**config.mk**
```make
export PLATFORM = sky130hd
export DESIGN_NAME = ptm_timer
export DESIGN_NICKNAME = d
export VERILOG_FILES = /design/src/rtl/ptm_pkg.sv /design/src/rtl/ptm_timer.sv
export SDC_FILE = /design/constraint.sdc
export NUM_CORES = 1
export LEC_CHECK = 0
export BUFFER_PORTS_ARGS = -buffer_cell sky130_fd_sc_hd__buf_2
export CAP_MARGIN = 20
export CORE_MARGIN = 4
export CORE_UTILIZATION = 45
export DETAILED_ROUTE_END_ITERATION = 8
export PLACE_DENSITY = 0.67
export SLEW_MARGIN = 5
export SYNTH_ARGS = -nofsm -noshare
export SYNTH_HDL_FRONTEND = slang
export SYNTH_SLANG_ARGS = --single-unit
```
**constraint.sdc**
```tcl
create_clock -name clk -period 5.3 [get_ports clk]
set_clock_uncertainty 0.2 [all_clocks]
set_input_delay 0.53 -clock clk [delete_from_list [all_inputs] [get_ports clk]]
set_output_delay 0.53 -clock clk [all_outputs]
set_load 0.01 [all_outputs]
```
**src/rtl/ptm_pkg.sv**
```systemverilog
package ptm_pkg;

  // ==========================================================================
  // register map
  localparam logic [7:0] OFF_CTRL_A  = 8'h00;
  localparam logic [7:0] OFF_CTRL_B  = 8'h04;
  localparam logic [7:0] OFF_CNT_LO  = 8'h08;
  localparam logic [7:0] OFF_CNT_HI  = 8'h0C;
  localparam logic [7:0] OFF_CMPA_LO = 8'h10;
  localparam logic [7:0] OFF_CMPA_HI = 8'h14;
  localparam logic [7:0] OFF_PER_LO  = 8'h18;
  localparam logic [7:0] OFF_PER_HI  = 8'h1C;
  localparam logic [7:0] OFF_STATUS  = 8'h20;

  // ==========================================================================
  // field positions
  localparam int POS_PAUSE  = 7;
  localparam int POS_CKSEL  = 4;
  localparam int POS_ON     = 3;
  localparam int POS_MODE   = 6;
  localparam int POS_PINF   = 4;
  localparam int POS_OLVL   = 3;
  localparam int POS_POL    = 2;
  localparam int POS_CLRSEL = 0;
  localparam int POS_AFLAG  = 0;
  localparam int POS_PFLAG  = 1;

  // ==========================================================================
  // reset values and constants
  localparam logic [7:0] RST_CTRL_A = 8'h00;
  localparam logic [7:0] RST_CTRL_B = 8'h00;
  localparam logic [9:0] RST_VAL10  = 10'h000;
  localparam logic [9:0] CNT_MAX    = 10'h3FF;
  localparam logic [7:0] DIV16_LAST = 8'h0F;
  localparam logic [7:0] DIV64_LAST = 8'h3F;
  localparam logic [7:0] DIV4_LAST  = 8'h03;

  // ==========================================================================
  // encodings
  typedef enum logic [1:0] {
    PTM_MODE_CMP = 2'h0,
    PTM_MODE_UND = 2'h1,
    PTM_MODE_PWM = 2'h2,
    PTM_MODE_TMR = 2'h3
  } ptm_mode_e;

  typedef enum logic [2:0] {
    PTM_CK_SYS4  = 3'h0,
    PTM_CK_SYS   = 3'h1,
    PTM_CK_H16   = 3'h2,
    PTM_CK_H64   = 3'h3,
    PTM_CK_SUB0  = 3'h4,
    PTM_CK_SUB1  = 3'h5,
    PTM_CK_EXTR  = 3'h6,
    PTM_CK_EXTF  = 3'h7
  } ptm_cksel_e;

  typedef enum logic [2:0] {
    PTM_ST_OFF   = 3'b001,
    PTM_ST_RUN   = 3'b010,
    PTM_ST_PAUSE = 3'b100
  } ptm_state_e;

  typedef struct packed {
    logic [7:0] paddr;
    logic       psel;
    logic       penable;
    logic       pwrite;
    logic [31:0] pwdata;
  } ptm_apb_req_s;

endpackage : ptm_pkg

```
**src/rtl/ptm_timer.sv**
```systemverilog
// ============================================================================
// Notes on behaviour
// ten-bit up-counter from selected clock source
// comparators A and P on all bits
// counter cleared only by on-rise, overflow, match
// pause holds count, resume from held value
// three-bit field selects count clock source
// on-rise clears and starts; on-fall stops, holds
// on-rise returns pin to initial level
// two-bit mode field selects operating mode
// software turns timer off before mode change
// compare mode: A match drives pin per field
// pwm mode: field forces or selects waveform
// requested level equal initial gives no change
// software changes pin field only when off
// level bit sets initial or active level
// polarity bit inverts pin outside timer mode
// software writes zero to reserved bit
// clear source: A match, or P/overflow
// pwm and pulse modes ignore clear select
// unimplemented control bits read zero
// count readable, compare pairs read/write
// automatic clear raises interrupt request
// flag raising per clear source, A zero
// pwm period is P+1 counts, zero gives 1024
// increment once per active count edge
module ptm_timer (
  // clock and reset
  input  wire logic        clk,
  input  wire logic        rstn,
  // internal clock enables
  input  wire logic        high_speed_clock,
  input  wire logic        sub_clock,
  // apb slave
  input  wire logic [7:0]  paddr,
  input  wire logic        psel,
  input  wire logic        penable,
  input  wire logic        pwrite,
  input  wire logic [31:0] pwdata,
  output logic      [31:0] prdata,
  output logic             pready,
  output logic             pslverr,
  // pins
  input  wire logic        external_count_input,
  output logic             waveform_output_pin,
  output logic             timer_irq
);

  // ==========================================================================
  // registers
  logic [7:0] timer_control_a;
  logic [7:0] timer_control_b;
  logic [9:0] compare_a_value;
  logic [9:0] period_compare_value;
  logic [9:0] count;
  logic       compare_a_flag;
  logic       period_match_flag;
  logic       pin_raw;
  logic       on_d;
  logic       ext_d;
  logic       hs_d;
  logic       sub_d;
  logic [7:0] pre4;
  logic [7:0] pre16;
  logic       pwm_phase;
  ptm_pkg::ptm_state_e state;
  ptm_pkg::ptm_state_e next_state;

  // ==========================================================================
  // field decode
  wire       pause_control        = timer_control_a[ptm_pkg::POS_PAUSE];
  wire [2:0] count_clock_select   = timer_control_a[ptm_pkg::POS_CKSEL +: 3];
  wire       timer_on_control     = timer_control_a[ptm_pkg::POS_ON];
  wire [1:0] mode_select          = timer_control_b[ptm_pkg::POS_MODE +: 2];
  wire [1:0] pin_function_select  = timer_control_b[ptm_pkg::POS_PINF +: 2];
  wire       output_level_control = timer_control_b[ptm_pkg::POS_OLVL];
  wire       output_polarity      = timer_control_b[ptm_pkg::POS_POL];
  wire       clear_source_select  = timer_control_b[ptm_pkg::POS_CLRSEL];

  wire is_pwm = (mode_select == ptm_pkg::PTM_MODE_PWM);
  wire is_tmr = (mode_select == ptm_pkg::PTM_MODE_TMR);
  wire is_cmp = (mode_select == ptm_pkg::PTM_MODE_CMP);
  wire is_pulse = is_pwm && (pin_function_select == 2'h3);

  // ==========================================================================
  // apb decode
  wire apb_wr = psel && penable && pwrite;
  wire apb_rd = psel && penable && !pwrite;
  wire on_rise = timer_on_control && !on_d;
  wire [7:0] next_ctrl_a = {pwdata[7:3], 3'h0};

  // ==========================================================================
  // count clock tick selection
  wire hs_rise  = high_speed_clock && !hs_d;
  wire sub_rise = sub_clock && !sub_d;
  wire ext_rise = external_count_input && !ext_d;
  wire ext_fall = !external_count_input && ext_d;
  wire tick_div4  = (pre4 == ptm_pkg::DIV4_LAST);
  wire tick_h16   = hs_rise && (pre16[3:0] == ptm_pkg::DIV16_LAST[3:0]);
  wire tick_h64   = hs_rise && (pre16[5:0] == ptm_pkg::DIV64_LAST[5:0]);
  logic tick;
  always_comb begin
    case (count_clock_select)
      ptm_pkg::PTM_CK_SYS4: tick = tick_div4;
      ptm_pkg::PTM_CK_SYS:  tick = 1'b1;
      ptm_pkg::PTM_CK_H16:  tick = tick_h16;
      ptm_pkg::PTM_CK_H64:  tick = tick_h64;
      ptm_pkg::PTM_CK_SUB0: tick = sub_rise;
      ptm_pkg::PTM_CK_SUB1: tick = sub_rise;
      ptm_pkg::PTM_CK_EXTR: tick = ext_rise;
      default:              tick = ext_fall;
    endcase
  end

  // ==========================================================================
  // comparators and clear logic
  wire match_a = (count == compare_a_value);
  wire match_p = (count == period_compare_value);
  wire at_max  = (count == ptm_pkg::CNT_MAX);
  wire run_tick = (state == ptm_pkg::PTM_ST_RUN) && tick;
  wire a_zero   = (compare_a_value == ptm_pkg::RST_VAL10);
  wire p_zero   = (period_compare_value == ptm_pkg::RST_VAL10);
  // pwm period from P, zero means full span; A sets duty
  wire pwm_clear = p_zero ? at_max : match_p;
  wire cmp_clear = clear_source_select ? (match_a && !a_zero) || (a_zero && at_max)
                                       : (p_zero ? at_max : match_p);
  wire ev_a  = run_tick && match_a && !a_zero;
  wire ev_p  = run_tick && (is_pwm ? match_p : (!clear_source_select && match_p));
  wire do_clear = run_tick && !is_pulse && (is_pwm ? pwm_clear : cmp_clear);
  wire wrap_clear = run_tick && at_max;
  wire pulse_end = run_tick && is_pulse && match_a;

  // ==========================================================================
  // state machine
  always_comb begin
    case (state)
      ptm_pkg::PTM_ST_OFF:   next_state = timer_on_control ? ptm_pkg::PTM_ST_RUN
                                                           : ptm_pkg::PTM_ST_OFF;
      ptm_pkg::PTM_ST_RUN:   next_state = !timer_on_control ? ptm_pkg::PTM_ST_OFF :
                                          pause_control ? ptm_pkg::PTM_ST_PAUSE
                                                        : ptm_pkg::PTM_ST_RUN;
      ptm_pkg::PTM_ST_PAUSE: next_state = !timer_on_control ? ptm_pkg::PTM_ST_OFF :
                                          pause_control ? ptm_pkg::PTM_ST_PAUSE
                                                        : ptm_pkg::PTM_ST_RUN;
      default:               next_state = ptm_pkg::PTM_ST_OFF;
    endcase
  end

  // ==========================================================================
  // counter
  logic [9:0] next_count;
  always_comb begin
    if (on_rise) begin
      next_count = ptm_pkg::RST_VAL10;
    end else if (do_clear || wrap_clear) begin
      next_count = ptm_pkg::RST_VAL10;
    end else if (run_tick && !(is_pulse && match_a)) begin
      next_count = count + 10'h001;
    end else begin
      next_count = count;
    end
  end

  // ==========================================================================
  // pin waveform
  wire req_lvl = pin_function_select[1] ? 1'b1 : 1'b0;
  logic next_pin;
  always_comb begin
    next_pin = pin_raw;
    if (on_rise && !is_tmr) begin
      next_pin = output_level_control;
    end else if (is_cmp && ev_a) begin
      case (pin_function_select)
        2'h0:    next_pin = pin_raw;
        2'h3:    next_pin = !pin_raw;
        default: next_pin = (req_lvl == output_level_control) ? pin_raw : req_lvl;
      endcase
    end else if (is_pwm) begin
      case (pin_function_select)
        2'h0:    next_pin = !output_level_control;
        2'h1:    next_pin = output_level_control;
        2'h2:    next_pin = pwm_phase ? output_level_control : !output_level_control;
        default: next_pin = (pulse_end || !timer_on_control) ? !output_level_control
                                                              : pin_raw;
      endcase
    end
  end
  // duty: active from period start until A match
  wire next_phase = (on_rise || do_clear || wrap_clear) ? !a_zero :
                    (ev_a ? 1'b0 : pwm_phase);

  // ==========================================================================
  // read mux
  logic [31:0] rmux;
  always_comb begin
    case (paddr)
      ptm_pkg::OFF_CTRL_A:  rmux = {24'h0, timer_control_a[7:3], 3'h0};
      ptm_pkg::OFF_CTRL_B:  rmux = {24'h0, timer_control_b};
      ptm_pkg::OFF_CNT_LO:  rmux = {24'h0, count[7:0]};
      ptm_pkg::OFF_CNT_HI:  rmux = {30'h0, count[9:8]};
      ptm_pkg::OFF_CMPA_LO: rmux = {24'h0, compare_a_value[7:0]};
      ptm_pkg::OFF_CMPA_HI: rmux = {30'h0, compare_a_value[9:8]};
      ptm_pkg::OFF_PER_LO:  rmux = {24'h0, period_compare_value[7:0]};
      ptm_pkg::OFF_PER_HI:  rmux = {30'h0, period_compare_value[9:8]};
      ptm_pkg::OFF_STATUS:  rmux = {30'h0, period_match_flag, compare_a_flag};
      default:              rmux = 32'h0000_0000;
    endcase
  end
  wire known = (paddr <= ptm_pkg::OFF_STATUS) && (paddr[1:0] == 2'h0);
  wire clr_flags = apb_wr && (paddr == ptm_pkg::OFF_STATUS);

  // ==========================================================================
  // sequential
  always_ff @(posedge clk or negedge rstn) begin
    if (!rstn) begin
      timer_control_a      <= ptm_pkg::RST_CTRL_A;
      timer_control_b      <= ptm_pkg::RST_CTRL_B;
      compare_a_value      <= ptm_pkg::RST_VAL10;
      period_compare_value <= ptm_pkg::RST_VAL10;
      count                <= ptm_pkg::RST_VAL10;
      state                <= ptm_pkg::PTM_ST_OFF;
      compare_a_flag       <= 1'b0;
      period_match_flag    <= 1'b0;
      pin_raw              <= 1'b0;
      pwm_phase            <= 1'b0;
      on_d                 <= 1'b0;
      ext_d                <= 1'b0;
      hs_d                 <= 1'b0;
      sub_d                <= 1'b0;
      pre4                 <= 8'h00;
      pre16                <= 8'h00;
      prdata               <= 32'h0000_0000;
      pready               <= 1'b0;
      pslverr              <= 1'b0;
      waveform_output_pin  <= 1'b0;
      timer_irq            <= 1'b0;
    end else begin
      on_d   <= timer_on_control;
      ext_d  <= external_count_input;
      hs_d   <= high_speed_clock;
      sub_d  <= sub_clock;
      pre4   <= tick_div4 ? 8'h00 : pre4 + 8'h01;
      pre16  <= hs_rise ? ((pre16 == ptm_pkg::DIV64_LAST) ? 8'h00 : pre16 + 8'h01) : pre16;
      state  <= next_state;
      count  <= next_count;
      pin_raw <= next_pin;
      pwm_phase <= next_phase;
      // set wins over software clear
      compare_a_flag    <= ev_a || (compare_a_flag && !(clr_flags && pwdata[0]));
      period_match_flag <= ev_p || (period_match_flag && !(clr_flags && pwdata[1]));
      timer_irq <= ev_a || ev_p || (timer_irq && !clr_flags);
      waveform_output_pin <= is_tmr ? 1'b0 : (next_pin ^ output_polarity);
      pready  <= psel && !penable;
      pslverr <= psel && !penable && !known;
      prdata  <= (psel && !penable && !pwrite) ? rmux : prdata;
      if (pulse_end) begin
        timer_control_a[ptm_pkg::POS_ON] <= 1'b0;
      end
      if (is_pulse && !timer_on_control && ext_rise) begin
        timer_control_a[ptm_pkg::POS_ON] <= 1'b1;
      end
      if (apb_wr && pready) begin
        case (paddr)
          ptm_pkg::OFF_CTRL_A:  timer_control_a <= next_ctrl_a;
          ptm_pkg::OFF_CTRL_B:  timer_control_b <= pwdata[7:0];
          ptm_pkg::OFF_CMPA_LO: compare_a_value[7:0] <= pwdata[7:0];
          ptm_pkg::OFF_CMPA_HI: compare_a_value[9:8] <= pwdata[1:0];
          ptm_pkg::OFF_PER_LO:  period_compare_value[7:0] <= pwdata[7:0];
          ptm_pkg::OFF_PER_HI:  period_compare_value[9:8] <= pwdata[1:0];
          default:              timer_control_a <= timer_control_a;
        endcase
      end
    end
  end

  // ==========================================================================
  // assertions
  a_on_rise_clear: assert property (@(posedge clk) disable iff (!rstn)
    on_rise |=> (count == 10'h000))
    else $error("count not cleared on switch on");
  a_pause_hold: assert property (@(posedge clk) disable iff (!rstn)
    (state == ptm_pkg::PTM_ST_PAUSE) && !on_rise |=> $stable(count))
    else $error("count moved while paused");
  a_off_hold: assert property (@(posedge clk) disable iff (!rstn)
    (state == ptm_pkg::PTM_ST_OFF) && !on_rise |=> $stable(count))
    else $error("count moved while off");
  a_count_step: assert property (@(posedge clk) disable iff (!rstn)
    run_tick && !do_clear && !wrap_clear && !on_rise && !is_pulse
      |=> count == $past(count) + 10'h001)
    else $error("count did not step");
  a_clear_match: assert property (@(posedge clk) disable iff (!rstn)
    do_clear && !on_rise |=> count == 10'h000)
    else $error("count not cleared on match");
  a_aflag_set: assert property (@(posedge clk) disable iff (!rstn)
    ev_a |=> compare_a_flag)
    else $error("A flag not raised");
  a_no_pflag: assert property (@(posedge clk) disable iff (!rstn)
    is_cmp && clear_source_select && !period_match_flag && !clr_flags
      |=> !period_match_flag)
    else $error("P flag raised with A clear");
  a_init_level: assert property (@(posedge clk) disable iff (!rstn)
    on_rise && !is_tmr |=> pin_raw == $past(output_level_control))
    else $error("pin not at initial level");
  a_polarity: assert property (@(posedge clk) disable iff (!rstn)
    !is_tmr |=> waveform_output_pin == ($past(next_pin) ^ $past(output_polarity)))
    else $error("pin polarity wrong");
  a_ctrl_low_zero: assert property (@(posedge clk) disable iff (!rstn)
    timer_control_a[2:0] == 3'h0)
    else $error("unimplemented bits set");

endmodule : ptm_timer

```
==> reports/results.txt <==
Run status - completed
Async SR Flop Fraction - 100%
Total GRT Usage - 18.7%
Vias in the first global route - 3397
Mapped Avg Cell Area - 10.3 um2
Crit path buffers/inverters - 0
Clock transition at path regs - 0.09 ns
Crit Reg-Reg Startpoint - timer_control_b[6]
Layout area overhead - 9.58%
Routed WL - 10100 um
Syn. warnings - 0
Post-route antenna net violation count - 0
CTS resizes - 0
Worst path depth - 7
Cell taking the most area after synthesis - dfrtp_1
Wire length on met1 - 4740 um
Met2 WL - 4630 um
Commonest cells post-synth - dfrtp_1, nand2_1, nor2_1
Most used DFF post-synth - dfrtp_1
Slew Viols, Final - 0
Global-route wire length before repair - 17300 um
Area share of the largest cell type after synthesis - 44.5%
Final Util - 50.9%
GPL Wtd Cong - 0.852
Die width - 109 um
Post-CTS setup buffers - 0
Register area share after synthesis - 45.0%
Fin Setup TNS - 0 ns
Drt pass-1 iters - 6
Max FO, Critical Path - 11
Reg area - 2050 um2
Clk sinks - 82
CP endpoint - pwm_phase
Row cnt - 36
Period minus WS final - 2.92 ns
I/O Buffers - 35
Final Hold Fails - 0
Worst skew pair latency - 0.36 ns
Pwr dens - 260 nW/um2
LEAKAGE - 2.44 nW
Post-synth EDFFs - 0
Yosys reg bits - 82
CTS tree - done
Max frequency - 343 MHz
Top-count cell post-synth - dfrtp_1
Crit path launch type - flop
Crit path DAT - 2.97 ns
Multi-input gate area - 2290 um2
Largest net degree at the start of global routing - 83
Clk buf depth - 2
WL/cell - 16.5 um
Total of max-cap violations - 0
Crit-path leading delay family - compound AO/OA/AOI/OAI gates
Initial antenna violation count - 0
Reg2reg path depth - 7
FILL cells - 919
RSZ-0062 raised after global routing - false
# DRC - 0
Crit-path cells - nand2b_1, a2111oi_0, nand3_1, a311oi_1, or3_1, o2bb2ai_1, mux2_2
Max transition margin - 27.6%
Drt initial violations - 303
Post-Syn Area - 4560 um2
Remaining Overflow, GRT - 0
Core area - 9820 um2
Tightest Pin Transition - 1.08 ns
Critical Path End Type - flop
Cells after synthesis - 441
Peak supply drop - 145 uV
Required @ worst endpoint - 5.36 ns
Met3 Wirelength - 532 um
Ranking of synthesized cells by area - dfrtp_1, mux2_2, xor2_1, buf_4, nand2_1
Fin crit share - 55.0%
Vias per std cell - 5.58
RR Endpoint - pwm_phase
Final Setup Violations - 0
Share of cells above drive strength 1 - 20.5%
Vias - 3408
Cts-stage hold buffer count - 0
Die H - 109 um
CTS root buf - clkbuf_8
Initial core utilization - 46.4%
TritonCTS Buffers - 9
Die area - 11800 um2
Min-delay worst type - input port to flop
H-tree levels - 3
Crit path launch - timer_control_b[6]
Worst setup path class - flop to flop
Dpl hpwl - 7340 um
Synth cell types - 67
R2R setup slack - 2.38 ns
N_diodes - 0
Layout Nets - 528
CP peak stage delay - 0.50 ns
Slowest CP cell - dfrtp_1
I/O pins - 84
Highest routed layer - met4
## cells in the final DEF, fill, tap and decap left out, drive strengths merged, types with 3 or more instances in the layout
cell	synthesis	routed
o21ai	20	20
a22oi	11	11
xor2	28	28
nand3	10	10
conb	1	24
or3	3	3
nor3	10	10
nand3b	3	3
nand2	39	39
inv	10	10
xnor2	13	13
a311oi	3	3
o31ai	3	3
and4	5	5
dfrtp	81	81
mux2	25	25
nand2b	7	7
a21oi	6	6
and3	8	8
nor4	9	9
ha	7	7
a222oi	6	6
nor2b	8	8
clkinv	0	3
nor2	31	31
buf	31	36
and2	3	3
a211oi	3	3
clkbuf	8	10
nand4	7	7
a22o	10	10
## worst min-delay path by stage
stage	from	end	depth (start not counted)
2_1_floorplan	rstn	compare_a_flag	0
3_3_place_gp	pre16[2]	pre16[2]	1
3_5_place_dp	pre16[2]	pre16[2]	1
4_1_cts	sub_clock	sub_d	1
5_1_grt	sub_clock	sub_d	1
6_report	high_speed_clock	hs_d	1
## where the power goes
group	leakage [nW]	switching [W]	internal, W
registers	1.11	0.0000246	0.000653
clock network	0.112	0.000235	0.000279
logic	1.23	0.0000610	0.0000479
## layer usage
layer  global-route usage, %  vias to the layer above
met2                    28.5                       89
li1                        -                     1619
met3                    3.73                       13
met4                    6.13                        0
met5                       0                        -
met1                    26.7                     1687
## worst reg2reg max path: cells and delay by family (launching register included)
kind	cells	cell delay (ns)
compound gates	3	1.10
flops	1	0.50
mux	1	0.41
simple gates	3	0.61
## cells by family after synthesis
family / count (synthesis) / synth area share, %
xor gates and xnor gates: 41 / 7.88
adders and majority gates: 8 / 2.14
AOI/OAI and AO/OA: 82 / 13.5
buffers and inverters: 49 / 6.51
muxes: 25 / 6.18
and+or+nand+nor: 153 / 18.7
DFF: 82 / 45.0
other: 1 / 0.0823
## area by class of cell
class	instances	share of cell area, %
clock buffer	10	2.76
inverter	10	0.752
timing repair buffer	37	4.31
multi-input combinational	333	45.9
sequential	82	41.1
clock inverter	6	1.80
tap	133	3.33
## registers in the layout (all words and copies together) (netlist names), 3 cells and up
| register | flops |
|---|---|
| compare_a_value | 10 |
| count | 10 |
| period_compare_value | 10 |
| prdata | 8 |
| pre16 | 8 |
| pre4 | 8 |
| timer_control_b | 8 |
| timer_control_a | 5 |
| state | 3 |
## per-stage QoR
| stage | hold slack [ns] | instance area (um2) | power, W | std cells | setup WS, ns |
|---|---|---|---|---|---|
| 6_report | 0.0964 | 4990 | 0.00130 | 611 | 2.38 |
| 5_1_grt | 0.0799 | 4990 | 0.00136 | 611 | 2.13 |
| 4_1_cts | 0.0830 | 4960 | 0.00131 | 609 | 2.39 |
| 3_5_place_dp | 0.266 | 4730 | 0.000797 | 593 | 2.30 |
| 3_3_place_gp | 0.259 | 4730 | 0.000793 | 593 | 2.33 |
| 2_1_floorplan | 0.0344 | 4640 | 0.000767 | 464 | 2.69 |
No activity file was read; power rests on OpenSTA's default activity.
